==> src/design/hsq_pkg.sv <==
// Overview of operation
// - high speed uses first homing speed to find decel point; low speed finds origin
// - method 7.3 starts forward high; forward limit before origin reverses at high speed
// - method 7.3 reverse high drops to reverse low on origin switch rising edge
// - method 7.3 stops on first Z pulse after origin switch falling edge
// - method 8.1 starts forward high; origin rising edge switches to reverse low
// - method 8.1 reverse low switches to forward low on origin falling edge
// - method 8.1 stops on first Z pulse after origin rising edge
// - method 8.2 with valid decel point starts directly at reverse low speed
// - method 8.2 changes to forward low speed on origin switch falling edge
// - method 8.2 forward low stops on first Z pulse after origin rising edge
package hsq_pkg;

  // ----------------------------------------
  // commands and states
  // ----------------------------------------
  localparam logic [3:0] HSQ_METHOD_7 = 4'h7;
  localparam logic [3:0] HSQ_METHOD_8 = 4'h8;
  localparam int         HSQ_SPEED_W  = 32;

  typedef enum logic [2:0] {
    HSQ_IDLE     = 3'b000,
    HSQ_FWD_HIGH = 3'b001,
    HSQ_REV_HIGH = 3'b010,
    HSQ_REV_LOW  = 3'b011,
    HSQ_FWD_LOW  = 3'b100,
    HSQ_SEEK_Z   = 3'b101,
    HSQ_DONE     = 3'b110
  } hsq_state_t;

  typedef struct packed {
    logic                   run;
    logic                   reverse;
    logic [HSQ_SPEED_W-1:0] speed;
  } hsq_motion_t;

  localparam hsq_motion_t HSQ_MOTION_RST = '{run: 1'b0, reverse: 1'b0, speed: '0};

endpackage : hsq_pkg

==> src/design/hsq_homing_seq.sv <==
module hsq_homing_seq
  import hsq_pkg::*;
(
  input  wire logic                   CLK_SYS_I,
  input  wire logic                   RST_I,
  input  wire logic                   START_I,
  input  wire logic [3:0]             METHOD_I,
  input  wire logic                   DECEL_VALID_I,
  input  wire logic [HSQ_SPEED_W-1:0] SPEED_HIGH_I,
  input  wire logic [HSQ_SPEED_W-1:0] SPEED_LOW_I,
  input  wire logic                   ORIGIN_SW_I,
  input  wire logic                   FWD_LIMIT_I,
  input  wire logic                   Z_PHASE_I,
  output logic                        RUN_O,
  output logic                        REVERSE_O,
  output logic [HSQ_SPEED_W-1:0]      SPEED_O,
  output logic                        BUSY_O,
  output logic                        DONE_O
);

  // ----------------------------------------
  // input edges
  // ----------------------------------------
  // inputs are synchronous; one register stage gives a clean previous value
  logic       org_q;
  logic       lim_q;
  logic       z_q;
  logic       is_m7;
  hsq_state_t state;
  hsq_state_t next_state;
  hsq_motion_t next_motion;

  always_ff @(posedge CLK_SYS_I or posedge RST_I) begin
    if (RST_I) begin
      org_q <= 1'b0;
      lim_q <= 1'b0;
      z_q   <= 1'b0;
    end else begin
      org_q <= ORIGIN_SW_I;
      lim_q <= FWD_LIMIT_I;
      z_q   <= Z_PHASE_I;
    end
  end

  wire org_rise = ORIGIN_SW_I & ~org_q;
  wire org_fall = ~ORIGIN_SW_I & org_q;
  wire lim_rise = FWD_LIMIT_I & ~lim_q;
  wire z_rise   = Z_PHASE_I & ~z_q;
  wire start_ok = START_I & ((METHOD_I == HSQ_METHOD_7) | (METHOD_I == HSQ_METHOD_8));

  // ----------------------------------------
  // sequencer
  // ----------------------------------------
  // method is latched at start so a change mid-run cannot reroute the walk
  always_ff @(posedge CLK_SYS_I or posedge RST_I) begin
    if (RST_I) begin
      is_m7 <= 1'b0;
    end else if (state == HSQ_IDLE && start_ok) begin
      is_m7 <= (METHOD_I == HSQ_METHOD_7);
    end
  end

  always_comb begin
    next_state = state;
    case (state)
      HSQ_IDLE: begin
        if (start_ok) begin
          if (METHOD_I == HSQ_METHOD_8 && DECEL_VALID_I) begin
            next_state = HSQ_REV_LOW;
          end else begin
            next_state = HSQ_FWD_HIGH;
          end
        end
      end
      HSQ_FWD_HIGH: begin
        if (org_rise) begin
          next_state = is_m7 ? HSQ_REV_HIGH : HSQ_REV_LOW;
        end else if (lim_rise && is_m7) begin
          next_state = HSQ_REV_HIGH;
        end
      end
      HSQ_REV_HIGH: begin
        if (org_rise) begin
          next_state = HSQ_REV_LOW;
        end
      end
      HSQ_REV_LOW: begin
        if (org_fall) begin
          next_state = is_m7 ? HSQ_SEEK_Z : HSQ_FWD_LOW;
        end
      end
      HSQ_FWD_LOW: begin
        if (org_rise) begin
          next_state = HSQ_SEEK_Z;
        end
      end
      HSQ_SEEK_Z: begin
        if (z_rise) begin
          next_state = HSQ_DONE;
        end
      end
      HSQ_DONE: begin
        if (!START_I) begin
          next_state = HSQ_IDLE;
        end
      end
      default: next_state = HSQ_IDLE;
    endcase
  end

  // motion command follows the state entered; seek z keeps the previous direction
  always_comb begin
    next_motion = HSQ_MOTION_RST;
    case (next_state)
      HSQ_FWD_HIGH: next_motion = '{run: 1'b1, reverse: 1'b0, speed: SPEED_HIGH_I};
      HSQ_REV_HIGH: next_motion = '{run: 1'b1, reverse: 1'b1, speed: SPEED_HIGH_I};
      HSQ_REV_LOW:  next_motion = '{run: 1'b1, reverse: 1'b1, speed: SPEED_LOW_I};
      HSQ_FWD_LOW:  next_motion = '{run: 1'b1, reverse: 1'b0, speed: SPEED_LOW_I};
      HSQ_SEEK_Z:   next_motion = '{run: 1'b1, reverse: REVERSE_O, speed: SPEED_LOW_I};
      default:      next_motion = HSQ_MOTION_RST;
    endcase
  end

  always_ff @(posedge CLK_SYS_I or posedge RST_I) begin
    if (RST_I) begin
      state     <= HSQ_IDLE;
      RUN_O     <= 1'b0;
      REVERSE_O <= 1'b0;
      SPEED_O   <= '0;
      BUSY_O    <= 1'b0;
      DONE_O    <= 1'b0;
    end else begin
      state     <= next_state;
      RUN_O     <= next_motion.run;
      REVERSE_O <= next_motion.reverse;
      SPEED_O   <= next_motion.speed;
      BUSY_O    <= (next_state != HSQ_IDLE) && (next_state != HSQ_DONE);
      DONE_O    <= (next_state == HSQ_DONE);
    end
  end
endmodule : hsq_homing_seq

==> config.mk <==
export PLATFORM = sky130hd
export DESIGN_NAME = hsq_homing_seq
export DESIGN_NICKNAME = d
export VERILOG_FILES = /design/src/design/hsq_pkg.sv /design/src/design/hsq_homing_seq.sv
export SDC_FILE = /design/constraint.sdc
export NUM_CORES = 1
export LEC_CHECK = 0
export ABC_CLOCK_PERIOD_IN_PS = 2700
export BUFFER_PORTS_ARGS = -buffer_cell sky130_fd_sc_hd__clkbuf_2
export CAP_MARGIN = 5
export CORE_ASPECT_RATIO = 1.25
export CORE_UTILIZATION = 43
export CTS_CLUSTER_SIZE = 25
export DETAILED_ROUTE_END_ITERATION = 16
export PLACE_DENSITY = 0.78
export REMOVE_ABC_BUFFERS = 1
export SYNTH_ARGS = -nofsm -noshare
export SYNTH_HDL_FRONTEND = slang
export SYNTH_SLANG_ARGS = --single-unit
==> constraint.sdc <==
create_clock -name CLK_SYS_I -period 2.7 [get_ports CLK_SYS_I]
set_input_delay 0.135 -clock CLK_SYS_I [delete_from_list [all_inputs] [get_ports CLK_SYS_I]]
set_output_delay 0.135 -clock CLK_SYS_I [all_outputs]
set_load 0.02 [all_outputs]
# Word level (Yosys, flattened, before mapping)

Index checks and enable logic that the tools add are counted.

Flip-flop bits (word level): 43
Bits of input ports: 75
Output and inout port bits: 36
Logic and storage cells: 54

Equality and inequality tests: 15
Multiplexer cells: 13
Bitwise gates (word level): 10
Reductions and logical operators: 6

Operators with widths:

| operator                                      | number |
|---|---|
| one-hot mux 34 bit (5 select lines)           | 1 |
| 2-to-1 mux 3 bit                              | 8 |
| one-hot mux 3 bit (7 select lines)            | 1 |
| == test 3 bit, second input constant          | 6 |
| == test 3 x 2 -> 1 bit, second input constant | 4 |
| == test 3 x 1 -> 1 bit, second input constant | 2 |
| AND 1 bit                                     | 5 |
| == test 4 x 3 -> 1 bit, second input constant | 1 |
| == test 4 bit, second input constant          | 1 |
| logical AND 1 bit                             | 4 |
| inverter 1 bit                                | 4 |
| zero test 3 bit                               | 1 |
| != test 3 bit, second input constant          | 1 |
| nonzero test 3 bit                            | 1 |
| 2-to-1 mux 1 bit                              | 2 |
| 2-to-1 mux 2 bit                              | 1 |
| OR 1 bit                                      | 1 |

# Depth between registers and ports, before layout

Word-level depth: 8
Mapped depth: 9
Mapped depth without buffers: 7

# Worst setup path before layout

OpenSTA, ideal clock, no wires.

Path kind: reg-to-reg
From: register state[0]
To: register SPEED_O[0]
Library setup time: 122 ps
Arrival: 1910 ps
Data required time: 2578 ps
Path slack: 669 ps
Cell stages (with the launch flop): 8
Path buffers: 2
Clock period less this slack: 2031 ps
Path through: dfrtp_1 buf_6 nor4_2 a32oi_1 nand2_4 mux2_4 buf_6 a32o_1

RTL lines:

| what                     | RTL line              | source |
|---|---|---|
| start: declaration       | hsq_homing_seq.sv:29  | `hsq_state_t state;` |
| start signal: assignment | hsq_homing_seq.sv:133 | `state <= next_state;` |
| end signal: assignment   | hsq_homing_seq.sv:136 | `SPEED_O <= next_motion.speed;` |
| end: declaration         | hsq_homing_seq.sv:16  | `output logic [HSQ_SPEED_W-1:0] SPEED_O,` |

==> flow_summary.json <==
{
  "pre_cts_ws_ns": 0.530,
  "vias_in_the_first_global_route": 1578,
  "period_share_pct": 81.6,
  "drv_slew": 0,
  "clock-skew-final_ns": 0.00346,
  "synth_top_area_cell": "sky130_fd_sc_hd__dfrtp_1",
  "area_growth_pct": 37.5,
  "power_density_mw_per_mm2": 1290,
  "cts.root.buffer_cell": "sky130_fd_sc_hd__clkbuf_8",
  "synth_edf_count": 0,
  "comb_power_share_pct": 54.8,
  "tritoncts_clock_tree": "built",
  "place_hpwl_mm": 3.26,
  "synth_ff_type": "sky130_fd_sc_hd__dfrtp_1",
  "outcome": "complete, no violations",
  "drt_wl_total_mm": 4.63,
  "grt_max_degree": 36,
  "synth-seq-area-share_pct": 58.7,
  "startpoint_type": "input port",
  "hp-class": "input port to flop",
  "fraction_of_final_layout_cells_with_drive_strength_greater_than_1_pct": 52.0,
  "num_io_pins": 111,
  "finalPower_mw": 3.25,
  "grt_usage_pct": 20.8,
  "hold-path-cell-count": 2,
  "worst-r2r-setup-slack_ns": 0.51,
  "cts_buffers": 5,
  "net_switching_mw": 1.37,
  "arrival_ns": 2.38,
  "power.clock.fraction_pct": 13.7,
  "finalHoldWorstSlack_ns": 0.0555,
  "num_rows": 26,
  "grt_setup_unrepaired": "false",
  "route.detailed.wl_per_inst_um": 15.3,
  "fp.coreArea_mm2": 0.00410,
  "die-area_mm2": 0.00453,
  "worstMarginPinSlew_ns": 1.00,
  "synthArstFlopShare_pct": 100,
  "drt_iter0_drc": 50,
  "postPlaceCellArea_mm2": 0.00238,
  "mappedNetlistArea_mm2": 0.00183,
  "cts.sinks": 43,
  "number_of_port_buffers": 110,
  "num_vias": 1598,
  "timing.slew.headroom_pct": 32.9,
  "synth_most_common_cell": "sky130_fd_sc_hd__dfrtp_1",
  "globalRoute.totalOverflow": 0,
  "r2r_cells": 5,
  "postCtsSetupBuffers": 0,
  "cap_violations": 0,
  "syn_area_per_cell_um2": 13.9,
  "ctsLongestPathBuffers": 2,
  "max_freq_ghz": 0.454,
  "period_needed_ns": 2.20,
  "worstSkewPairLatency_ns": 0.29,
  "share_seq_of_total_power_pct": 31.5,
  "postSynthCellCount": 132,
  "critical_path.max_fanout": 32,
  "synth_top_area_share_pct": 58.7,
  "fp.dieW_um": 60.4,
  "drt-vias-per-instance": 5.29,
  "finalSetupViolations": 0,
  "ys.warnings.count": 0,
  "diode_insertion_count_for_antenna_repair": 0,
  "finalHoldViolCount": 0,
  "final_antenna_net_count": 0,
  "crit_required_ns": 2.88,
  "nNetsFinal": 320,
  "number_of_register_bits_inferred_by_synthesis": 43,
  "p_leak_nw": 1.28,
  "synth.area.top_cells": "sky130_fd_sc_hd__dfrtp_1, sky130_fd_sc_hd__a32o_1, sky130_fd_sc_hd__buf_6",
  "synth_cell_type_count": 35,
  "worstSetupEndpointType": "flop",
  "cts.htree.levels": 2,
  "worst_setup_hold_path_clk_slew_ns": 0.08,
  "worst_path_setup_slack_after_routing_ns": 0.498,
  "gp_congestion": 0.913,
  "detailedRoute.firstPassIterationCount": 4,
  "fp.dieH_um": 75.0,
  "timing_worst_setup_path_type": "input port to flop",
  "netSwitchingFraction_pct": 42.2,
  "remaining_drc_errors": 0,
  "initial_core_util_pct": 44.7,
  "cts-resized-gates": 0,
  "finalSetupTns_ns": 0,
  "finalInstanceArea_mm2": 0.00252,
  "internal_power_mw": 1.88,
  "cell_types_with_the_highest_counts_after_synthesis": "sky130_fd_sc_hd__dfrtp_1, sky130_fd_sc_hd__a32o_1, sky130_fd_sc_hd__buf_6",
  "ir_drop_worst_vdd_mv": 0.598,
  "grt_first_pass_wirelength_mm": 6.81,
  "initial_antenna_violation_count": 0
}
==> power groups by stage <==
stage | logic (mW) | clock network [mW] | registers (mW)
after floorplan | 0.940 | 0 | 1.31
final | 1.78 | 0.445 | 1.02
after CTS | 1.79 | 0.456 | 1.03
after detailed placement | 1.78 | 0 | 1.04
after global placement | 1.75 | 0 | 1.03
after global routing | 1.90 | 0.473 | 1.05
==> through the flow <==
step	instances	util [%]
2_1_floorplan	121	-
3_3_place_gp	290	58.1
3_5_place_dp	290	58.1
4_1_cts	302	61.5
5_1_grt	302	61.5
6_report	302	61.5
==> area by class of cell <==
cell class                 instances  area [µm²]
clock buffer                       8         100
fill                             357        1580
inverter                           6        22.5
multi-input combinational         72         641
sequential                        43        1080
tap                               56        70.1
timing repair buffer             117         613
==> sequential cells by signal, indices dropped and copies added (netlist names) <==
name       flops
DONE_O         1
REVERSE_O      1
RUN_O          1
state          3
z_q            1
org_q          1
lim_q          1
SPEED_O       32
BUSY_O         1
is_m7          1
==> cells by family (layout without fill, tap and decap cells) <==
logic type,count (synthesis),count (layout),synth area share [%]
and+or+nand+nor,24,24,8.66
xor gates and xnor gates,1,1,1.50
AOI/OAI and AO/OA,46,46,23.9
buffers and inverters,17,131,6.41
muxes,1,1,0.818
DFF,43,43,58.7
==> metal layers <==
layer / global-route usage, % / vias up / wire, µm
li1: - / 741 / -
met1: 21.6 / 761 / 1750
met2: 37.0 / 89 / 2370
met3: 7.90 / 7 / 444
met4: 8.59 / 0 / 67
met5: 0 / - / 0
==> critical path, stage by stage <==
cell and delay [ns]:
sky130_fd_sc_hd__dlygate4sd3_1 0.54, sky130_fd_sc_hd__clkbuf_2 0.12, sky130_fd_sc_hd__and2b_1 0.23, sky130_fd_sc_hd__o22ai_1 0.08
sky130_fd_sc_hd__a22oi_1 0.36, sky130_fd_sc_hd__nand2_4 0.15, sky130_fd_sc_hd__mux2_4 0.48, sky130_fd_sc_hd__a32o_1 0.26
==> final timing paths <==
path	start	endpoint
max	ORIGIN_SW_I	SPEED_O[2]
min	SPEED_LOW_I[29]	SPEED_O[29]
max reg2reg	state[0]	SPEED_O[2]
min reg2reg	is_m7	is_m7
max in group asynchronous	RST_I	SPEED_O[4]
min in group asynchronous	RST_I	lim_q
==> placed cells by master (no fill, tap or decap), types with 2 or more instances in the layout <==
master and n:
sky130_fd_sc_hd__a21oi_1 2, sky130_fd_sc_hd__nor2b_1 2, sky130_fd_sc_hd__a32o_1 32, sky130_fd_sc_hd__clkbuf_8 7, sky130_fd_sc_hd__and2b_1 3, sky130_fd_sc_hd__dfrtp_1 43
sky130_fd_sc_hd__nor3b_1 4, sky130_fd_sc_hd__buf_4 3, sky130_fd_sc_hd__dlygate4sd3_1 4, sky130_fd_sc_hd__nand3_1 2, sky130_fd_sc_hd__clkbuf_2 110, sky130_fd_sc_hd__inv_1 5
sky130_fd_sc_hd__nor2_1 4
==> timing repair <==
action | in CTS | in global routing
hold buffers | 4 | 0
hold endpoints to repair | 30 | 0
setup endpoints to repair | 0 | 0
(Power assumes the default switching activity.)
